===== src/rtl/dftd_defs.vh =====
// constants for the device frame transport dispatcher
// assumes includers use verilog-2005 or systemverilog and the macros below unchanged
`ifndef DFTD_DEFS_VH
`define DFTD_DEFS_VH

// ****************************************************
// application request codes
// ****************************************************
`define DFTD_REQ_REG     3'h0
`define DFTD_REQ_SDB     3'h1
`define DFTD_REQ_PIO     3'h2
`define DFTD_REQ_DMAACT  3'h3
`define DFTD_REQ_FPDMA   3'h4
`define DFTD_REQ_DATA    3'h5
`define DFTD_REQ_BIST    3'h6

// ****************************************************
// frame type field values
// ****************************************************
`define DFTD_FIS_REG_H2D 8'h27
`define DFTD_FIS_REG_D2H 8'h34
`define DFTD_FIS_SDB     8'hA1
`define DFTD_FIS_DATA    8'h46
`define DFTD_FIS_DMASTUP 8'h41
`define DFTD_FIS_BIST    8'h58

// ****************************************************
// frame lengths in dwords and field positions
// ****************************************************
`define DFTD_LEN_REG     3'h5
`define DFTD_LEN_SDB     3'h2
`define DFTD_POS_INTR    14
`define DFTD_POS_STATUS  16
`define DFTD_POS_ERROR   24

`endif


===== src/rtl/dftd_frame_mem.v =====
// staging memory for one outgoing frame, one dword per entry
// assumes a single writer and reader on one clock; read data is registered
`timescale 1ns/1ps
module dftd_frame_mem #(
  parameter WIDTH     = 32,
  parameter ADDR_BITS = 3
) (
  input  wire                 clk,
  input  wire                 rst_n,
  input  wire                 wrEn,
  input  wire [ADDR_BITS-1:0] wrAddr,
  input  wire [WIDTH-1:0]     wrData,
  input  wire [ADDR_BITS-1:0] rdAddr,
  output reg  [WIDTH-1:0]     rdData
);

  reg [WIDTH-1:0] mem [0:(1<<ADDR_BITS)-1];

  always @(posedge clk) begin
    if (wrEn) begin
      mem[wrAddr] <= wrData;
    end
  end

  // one cycle read latency; the reader waits a cycle after each address
  always @(posedge clk or negedge rst_n) begin
    if (!rst_n) begin
      rdData <= {WIDTH{1'b0}};
    end else begin
      rdData <= mem[rdAddr];
    end
  end

endmodule // dftd_frame_mem


===== src/rtl/dftd_transport.v =====
// device transport dispatcher: idle wait, frame type check, register and
// set-device-bits frame builders with outcome wait and retry
// assumes link layer and application logic run on clk; other frame paths
// are delegated through extGo/extDone
`timescale 1ns/1ps
`include "dftd_defs.vh"

// How it works
// in wait, hold until an application request or an incoming frame start
// register frame request from wait goes to register build state
// set-device-bits request from wait goes to device-bits build state
// PIO setup request from wait goes to PIO setup build state
// DMA activate request from wait goes to DMA activate build state
// first-party DMA setup request goes to its build state
// data frame request from wait goes to data-to-host transmit state
// BIST activate request from wait goes to self-test transmit state
// link frame-start in wait enters type check on the received type
// host register frame in type check goes to register-from-host state
// host data frame in type check goes to data-from-host state
// DMA setup frame in type check goes to DMA setup receive state
// BIST frame in type check goes to self-test receive state
// unknown type or illegal-transition in type check returns to wait
// register build assembles frame, flags it pending, hands it to link
// device-bits build assembles frame, flags it pending, hands it over
// after last dword, signal transmit done and go to outcome wait
// outcome wait holds for link ending status then handles errors
// good ending status returns to wait
// bad ending status reports to link and rebuilds same frame type
// illegal-transition in register build abandons frame, back to wait
// after PIO setup exactly one data frame follows, direction by flag; only a to-host data request is refused while a to-device frame is owed
// illegal-transition in device-bits build abandons frame, back to wait
module dftd_transport #(
  parameter ADDR_BITS = 3
) (
  input  wire        clk,
  input  wire        rst_n,
  input  wire        appTxReq,
  input  wire [2:0]  appTxType,
  input  wire        appPioToDev,
  input  wire [7:0]  appStatus,
  input  wire [7:0]  appError,
  input  wire [7:0]  appDevice,
  input  wire [47:0] appLba,
  input  wire [15:0] appCount,
  input  wire        appIntr,
  output wire        appTxAck,
  output reg  [3:0]  stateCode_reg,
  output reg         extGo_reg,
  input  wire        extDone,
  output reg         pioDataDue_reg,
  output reg         pioDataToDev_reg,
  input  wire        linkRxStart,
  input  wire [7:0]  linkRxType,
  input  wire        linkIllegal,
  output wire        linkTxPending,
  output reg  [31:0] linkTxData_reg,
  output reg         linkTxValid_reg,
  input  wire        linkTxReady,
  output reg         linkTxDone_reg,
  input  wire        linkEndValid,
  input  wire        linkEndErr,
  output reg         linkStatusReport_reg
);

  // ****************************************************
  // state codes
  // ****************************************************
  localparam S_WAIT     = 4'h0;
  localparam S_TYPECHK  = 4'h1;
  localparam S_REGBLD   = 4'h2;
  localparam S_SDBBLD   = 4'h3;
  localparam S_PIOBLD   = 4'h4;
  localparam S_DMAACT   = 4'h5;
  localparam S_FPDMA    = 4'h6;
  localparam S_DATATX   = 4'h7;
  localparam S_BISTTX   = 4'h8;
  localparam S_REGRX    = 4'h9;
  localparam S_DATARX   = 4'hA;
  localparam S_FPDMARX  = 4'hB;
  localparam S_BISTRX   = 4'hC;
  localparam S_OUTCOME  = 4'hD;

  // builder sub-phases
  localparam P_FILL  = 2'h0;
  localparam P_FETCH = 2'h1;
  localparam P_LOAD  = 2'h2;
  localparam P_SEND  = 2'h3;

  // ****************************************************
  // helpers
  // ****************************************************
  function isDelegated;
    input [3:0] st;
    begin
      case (st)
        S_PIOBLD, S_DMAACT, S_FPDMA, S_DATATX, S_BISTTX,
        S_REGRX, S_DATARX, S_FPDMARX, S_BISTRX: isDelegated = 1'b1;
        default:                               isDelegated = 1'b0;
      endcase
    end
  endfunction

  function isBuild;
    input [3:0] st;
    begin
      isBuild = (st == S_REGBLD) || (st == S_SDBBLD);
    end
  endfunction

  reg  [3:0]           state_next;
  reg  [1:0]           phase_reg;
  reg  [1:0]           phase_next;
  reg  [ADDR_BITS-1:0] idx_reg;
  reg  [ADDR_BITS-1:0] idx_next;
  reg                  sdbKind_reg;
  reg  [7:0]           rxType_reg;
  reg  [7:0]           latStatus_reg;
  reg  [7:0]           latError_reg;
  reg  [7:0]           latDevice_reg;
  reg  [47:0]          latLba_reg;
  reg  [15:0]          latCount_reg;
  reg                  latIntr_reg;
  reg                  latPioDir_reg;
  reg                  reqTake;
  reg  [31:0]          fillWord;
  wire [31:0]          memRdData;
  wire [ADDR_BITS-1:0] frameLast;
  wire                 dataBlocked;

  // frame words are built from content latched when the request is taken,
  // so a retry resends the same frame even if the application moves on
  always @* begin
    fillWord = 32'h0000_0000;
    if (sdbKind_reg) begin
      if (idx_reg == {ADDR_BITS{1'b0}}) begin
        fillWord[7:0]                    = `DFTD_FIS_SDB;
        fillWord[`DFTD_POS_INTR]         = latIntr_reg;
        fillWord[`DFTD_POS_STATUS+:8]    = latStatus_reg;
        fillWord[`DFTD_POS_ERROR+:8]     = latError_reg;
      end
    end else begin
      case (idx_reg)
        3'd0: begin
          fillWord[7:0]                  = `DFTD_FIS_REG_D2H;
          fillWord[`DFTD_POS_INTR]       = latIntr_reg;
          fillWord[`DFTD_POS_STATUS+:8]  = latStatus_reg;
          fillWord[`DFTD_POS_ERROR+:8]   = latError_reg;
        end
        3'd1:    fillWord = {latDevice_reg, latLba_reg[23:0]};
        3'd2:    fillWord = {8'h00, latLba_reg[47:24]};
        3'd3:    fillWord = {16'h0000, latCount_reg};
        default: fillWord = 32'h0000_0000;
      endcase
    end
  end

  assign frameLast = sdbKind_reg ? (`DFTD_LEN_SDB - 3'd1) : (`DFTD_LEN_REG - 3'd1);

  // ****************************************************
  // frame staging memory
  // ****************************************************
  dftd_frame_mem #(
    .WIDTH     (32),
    .ADDR_BITS (ADDR_BITS)
  ) u_mem (
    .clk    (clk),
    .rst_n  (rst_n),
    .wrEn   (isBuild(stateCode_reg) && (phase_reg == P_FILL)),
    .wrAddr (idx_reg),
    .wrData (fillWord),
    .rdAddr (idx_reg),
    .rdData (memRdData)
  );

  // pending is raised once assembly is done and held until the last dword
  assign linkTxPending = isBuild(stateCode_reg) && (phase_reg != P_FILL);

  // a data frame toward the host is not taken while the PIO setup just sent
  // promised a frame toward the device
  assign dataBlocked = pioDataDue_reg && pioDataToDev_reg;
  assign appTxAck    = reqTake;

  // ****************************************************
  // next state
  // ****************************************************
  always @* begin
    state_next = stateCode_reg;
    phase_next = phase_reg;
    idx_next   = idx_reg;
    reqTake    = 1'b0;
    case (stateCode_reg)
      S_WAIT: begin
        // a frame the host is already sending cannot wait; it wins
        if (linkRxStart) begin
          state_next = S_TYPECHK;
        end else if (appTxReq) begin
          reqTake = 1'b1;
          case (appTxType)
            `DFTD_REQ_REG:    state_next = S_REGBLD;
            `DFTD_REQ_SDB:    state_next = S_SDBBLD;
            `DFTD_REQ_PIO:    state_next = S_PIOBLD;
            `DFTD_REQ_DMAACT: state_next = S_DMAACT;
            `DFTD_REQ_FPDMA:  state_next = S_FPDMA;
            `DFTD_REQ_DATA: begin
              if (dataBlocked) begin
                reqTake = 1'b0;
              end else begin
                state_next = S_DATATX;
              end
            end
            `DFTD_REQ_BIST:   state_next = S_BISTTX;
            default:          reqTake = 1'b0;
          endcase
          phase_next = P_FILL;
          idx_next   = {ADDR_BITS{1'b0}};
        end
      end
      S_TYPECHK: begin
        if (linkIllegal) begin
          state_next = S_WAIT;
        end else begin
          case (rxType_reg)
            `DFTD_FIS_REG_H2D: state_next = S_REGRX;
            `DFTD_FIS_DATA:    state_next = S_DATARX;
            `DFTD_FIS_DMASTUP: state_next = S_FPDMARX;
            `DFTD_FIS_BIST:    state_next = S_BISTRX;
            default:           state_next = S_WAIT;
          endcase
        end
      end
      S_REGBLD, S_SDBBLD: begin
        if (linkIllegal) begin
          state_next = S_WAIT;
        end else begin
          case (phase_reg)
            P_FILL: begin
              if (idx_reg == frameLast) begin
                phase_next = P_FETCH;
                idx_next   = {ADDR_BITS{1'b0}};
              end else begin
                idx_next = idx_reg + 1'b1;
              end
            end
            P_FETCH: phase_next = P_LOAD;
            P_LOAD:  phase_next = P_SEND;
            P_SEND: begin
              if (linkTxReady) begin
                if (idx_reg == frameLast) begin
                  state_next = S_OUTCOME;
                end else begin
                  idx_next   = idx_reg + 1'b1;
                  phase_next = P_FETCH;
                end
              end
            end
            default: phase_next = P_FILL;
          endcase
        end
      end
      S_OUTCOME: begin
        if (linkEndValid) begin
          if (linkEndErr) begin
            state_next = sdbKind_reg ? S_SDBBLD : S_REGBLD;
            phase_next = P_FILL;
            idx_next   = {ADDR_BITS{1'b0}};
          end else begin
            state_next = S_WAIT;
          end
        end
      end
      default: begin
        // delegated paths hand back on completion or a link abort
        if (isDelegated(stateCode_reg)) begin
          if (extDone || linkIllegal) begin
            state_next = S_WAIT;
          end
        end else begin
          state_next = S_WAIT;
        end
      end
    endcase
  end

  // ****************************************************
  // state and control registers
  // ****************************************************
  always @(posedge clk or negedge rst_n) begin
    if (!rst_n) begin
      stateCode_reg        <= S_WAIT;
      phase_reg            <= P_FILL;
      idx_reg              <= {ADDR_BITS{1'b0}};
      extGo_reg            <= 1'b0;
      linkTxDone_reg       <= 1'b0;
      linkStatusReport_reg <= 1'b0;
      rxType_reg           <= 8'h00;
    end else begin
      stateCode_reg        <= state_next;
      phase_reg            <= phase_next;
      idx_reg              <= idx_next;
      extGo_reg            <= isDelegated(state_next) && (state_next != stateCode_reg);
      linkTxDone_reg       <= isBuild(stateCode_reg) && (state_next == S_OUTCOME);
      linkStatusReport_reg <= (stateCode_reg == S_OUTCOME) && linkEndValid
                              && linkEndErr;
      if ((stateCode_reg == S_WAIT) && linkRxStart) begin
        rxType_reg <= linkRxType;
      end
    end
  end

  // ****************************************************
  // latched request content
  // ****************************************************
  always @(posedge clk or negedge rst_n) begin
    if (!rst_n) begin
      sdbKind_reg   <= 1'b0;
      latStatus_reg <= 8'h00;
      latError_reg  <= 8'h00;
      latDevice_reg <= 8'h00;
      latLba_reg    <= 48'h0000_0000_0000;
      latCount_reg  <= 16'h0000;
      latIntr_reg   <= 1'b0;
      latPioDir_reg <= 1'b0;
    end else if (reqTake) begin
      sdbKind_reg   <= (appTxType == `DFTD_REQ_SDB);
      latStatus_reg <= appStatus;
      latError_reg  <= appError;
      latDevice_reg <= appDevice;
      latLba_reg    <= appLba;
      latCount_reg  <= appCount;
      latIntr_reg   <= appIntr;
      latPioDir_reg <= appPioToDev;
    end
  end

  // ****************************************************
  // link transmit data
  // ****************************************************
  always @(posedge clk or negedge rst_n) begin
    if (!rst_n) begin
      linkTxData_reg  <= 32'h0000_0000;
      linkTxValid_reg <= 1'b0;
    end else if (linkIllegal || !isBuild(stateCode_reg)) begin
      linkTxValid_reg <= 1'b0;
    end else if (phase_reg == P_LOAD) begin
      linkTxData_reg  <= memRdData;
      linkTxValid_reg <= 1'b1;
    end else if ((phase_reg == P_SEND) && linkTxReady) begin
      linkTxValid_reg <= 1'b0;
    end
  end

  // ****************************************************
  // PIO data frame expectation
  // ****************************************************
  // raised when a PIO setup path completes cleanly, dropped by the one data
  // frame that follows in either direction
  always @(posedge clk or negedge rst_n) begin
    if (!rst_n) begin
      pioDataDue_reg   <= 1'b0;
      pioDataToDev_reg <= 1'b0;
    end else if ((stateCode_reg == S_PIOBLD) && extDone && !linkIllegal) begin
      pioDataDue_reg   <= 1'b1;
      pioDataToDev_reg <= latPioDir_reg;
    end else if (((state_next == S_DATATX) || (state_next == S_DATARX))
                 && (state_next != stateCode_reg)) begin
      pioDataDue_reg   <= 1'b0;
    end
  end

endmodule // dftd_transport


===== config.mk =====
export PLATFORM = sky130hd
export DESIGN_NAME = dftd_transport
export DESIGN_NICKNAME = d
export VERILOG_FILES = /design/src/rtl/dftd_frame_mem.v /design/src/rtl/dftd_transport.v
export VERILOG_INCLUDE_DIRS = /design/src /design/src/rtl
export SDC_FILE = /design/constraint.sdc
export NUM_CORES = 1
export LEC_CHECK = 0
export BUFFER_PORTS_ARGS = -buffer_cell sky130_fd_sc_hd__buf_2
export CAP_MARGIN = 15
export CORE_MARGIN = 4
export CORE_UTILIZATION = 40
export CTS_CLUSTER_SIZE = 20
export DETAILED_ROUTE_END_ITERATION = 7
export GPL_TIMING_DRIVEN = 0
export MAX_ROUTING_LAYER = met4
export PLACE_DENSITY = 0.61
export SLEW_MARGIN = 20
export SYNTH_ARGS = -nofsm -noshare
export SYNTH_HDL_FRONTEND = slang
export SYNTH_SLANG_ARGS = --single-unit
export TNS_END_PERCENT = 5

===== constraint.sdc =====
create_clock -name clk -period 3.4 [get_ports clk]
set_input_delay 0.34 -clock clk [delete_from_list [all_inputs] [get_ports clk]]
set_output_delay 0.34 -clock clk [all_outputs]
set_load 0.05 [all_outputs]

==> results.tsv <==
metric	value	unit
track_usage	0.203	
io_pins	154	
finalMaxSlewViolations	0	
maxCapViolations	0	
clk_path_buf_depth	3	
relSlewSlack	0.310	
worst_slack	-0.0426	ns
yosys.cell_count.top_type	nand2_1	
cts_max_level	2	
switchingPower	4250	uW
synth_cell_types	57	
die-area	45000	um2
synth-async-reset-ratio	0.410	
stdcell_area	20400	um2
via_per_inst	5.41	
combPwrFrac	0.192	
via_count	11100	
syn_avg_cell_area	13.6	um2
routed_wl	44.4	mm
initial_core_util	0.407	
grt_pass1_vias	11200	
crit_fanout	10	
dr.pass1.iters	6	
ys_ff_latch	434	
die_x	212	um
finClkSkew	0.0121	ns
postCtsSetupRepairBufs	0	
grt_pass1_wl	67.7	mm
seqPwrFrac	0.487	
dieHeight	212	um
cts.clk_slew.worst_paths	0.06	ns
overflow	0	
hpwl	29.5	mm
clock.fmax	0.290	GHz
antenna_found_initial	0	
power.internal	10500	uW
setup_violations	26	
vdd_drop_max	382	uV
root_buffer	clkbuf_16	
seq_area_frac_synth	0.728	
portBuffers	150	
critPathKind	reg -> out	
routabilityCongestion	0.889	
areaGrowthSynthToFinish	22.2	%
crit_required	3.06	ns
hold_path_class	in -> reg	
clk_latency	0.55	ns
synthFlopType	edfxtp_1	
layout-drive-gt1-share	0.196	
hold_violations	0	
coreArea	41000	um2
rsz0062_at_grt	true	
yosys-top-cells-area	edfxtp_1, dfrtp_1, nand2_1	
stdcell_count	2055	
p_sw_frac	0.289	
route.detailed.drc	0	
cts_tree	done	
powerDensity	722	nW/um2
start_kind	flop	
worst_pin_slew	1.03	ns
cts.sinks	434	
arrival	3.10	ns
numPlacedInstances	1914	
fin_crit_sh	1.01	
synth_edf_count	256	
ys_top_cells_by_count	nand2_1, edfxtp_1, dfrtp_1, a22oi_1, clkbuf_1	
grt_max_degree	96	
p_leak	0.00830	uW
endpoint_kind	primary output	
drt_iter0_markers	872	
fp-row-count	74	
yosys.area.top_type	edfxtp_1	
pwr-share-clk	0.321	
synthesis.nets	1342	
status	finished, violations left	
cts_made_buffers	44	
fin_nets	1606	
largest_reg_flops	256	
layout_min_cycle_time	3.44	ns
synthesis.area	16700	um2
ys_warn_count	0	
syn_inst	1223	
place_area	18300	um2
synth_top_area_frac	0.461	
wl_per_cell	21.6	um
antenna_left	0	
violations	negative setup slack	
==> kinds of logic after synthesis <==
kind of cell    Yosys count  share of synthesized area
compound gates          226                      0.101
fa+ha+maj                 9                    0.00675
buf+inv                  81                     0.0188
flops                   434                      0.728
mux                      47                     0.0316
simple gates            426                      0.113
==> power groups by stage <==
stage	Clock (uW)	Combinational [uW]	Sequential, uW
global placement	0	2630	7240
CTS	4810	2800	7160
finish	4730	2820	7160
detailed placement	0	2720	7260
floorplan	0	1670	7250
global route	5050	3120	7250
==> layout make-up <==
cell class	count	area (um2)
repair buffers	218	1550
inverters	12	45.0
fillers	3573	20600
diodes	1	2.50
plain buffers	69	277
clock inverters	12	173
well taps	532	666
flip-flops and latches	434	12100
multi-input cells	708	4290
clock buffers	69	1230
==> placed cells by master (no fill, tap or decap), types with 22 or more instances in the layout <==
cell type	n
clkbuf_1	79
a22oi_1	138
edfxtp_1	256
nor2_1	22
clkbuf_16	44
nand4_1	33
buf_2	150
nand2_1	310
dfrtp_1	178
dlygate4sd3_1	59
mux2_2	45
==> path summary, 6_finish.rpt <==
path                                  startpoint                end  slack, ns  cells past startpoint
max in group asynchronous                  rst_n    latError_reg[4]       2.08                      3
worst min register to register    latLba_reg[10]     latLba_reg[10]       0.47                      2
worst max-delay path            stateCode_reg[2]           appTxAck      -0.04                      8
min in group asynchronous                  rst_n  linkTxData_reg[2]       0.40                      2
worst min-delay path                  appLba[25]     latLba_reg[25]       0.01                      3
worst max register to register        idx_reg[1]   u_mem.mem[2][27]      -0.01                      6
==> timing repair <==
action / CTS / global route
hold buffers: 59 / 0
gates cloned: 0 / 0
resized for setup: 9 / 10
endpoints found under the setup margin: 158 / 160
hold endpoints to repair: 141 / 0
==> layer usage <==
layer  vias up  GRT usage  share of wire
li1       5076          -              -
met1      5537      0.285           0.44
met2       440      0.317           0.47
met3        65     0.0302          0.072
met4         0     0.0443          0.019
met5         -          -              0
==> per-stage QoR <==
stage / hold WS, ns / utilization / power, uW / TNS [ns] / setup slack [ns]
floorplan: 0.0444 / - / 8920 / 0 / 0.464
global placement: 0.455 / 0.441 / 9870 / -444.32 / -1.61
detailed placement: 0.393 / 0.447 / 9990 / -35.68 / -0.573
CTS: 0.00128 / 0.496 / 14800 / -0.0560 / -0.00720
global route: 0.0108 / 0.497 / 15400 / -4.81 / -0.230
finish: 0.0142 / 0.497 / 14700 / -0.143 / -0.0426
==> worst max-delay path: stages (launching register included) <==
cell,delay (ns)
dfrtp_1,0.37
buf_2,0.18
nor2_1,0.33
nand2_1,0.15
nor2_1,0.17
o211ai_1,0.43
inv_1,0.23
clkbuf_1,0.36
buf_2,0.35
No activity file was read; power rests on OpenSTA's default activity.
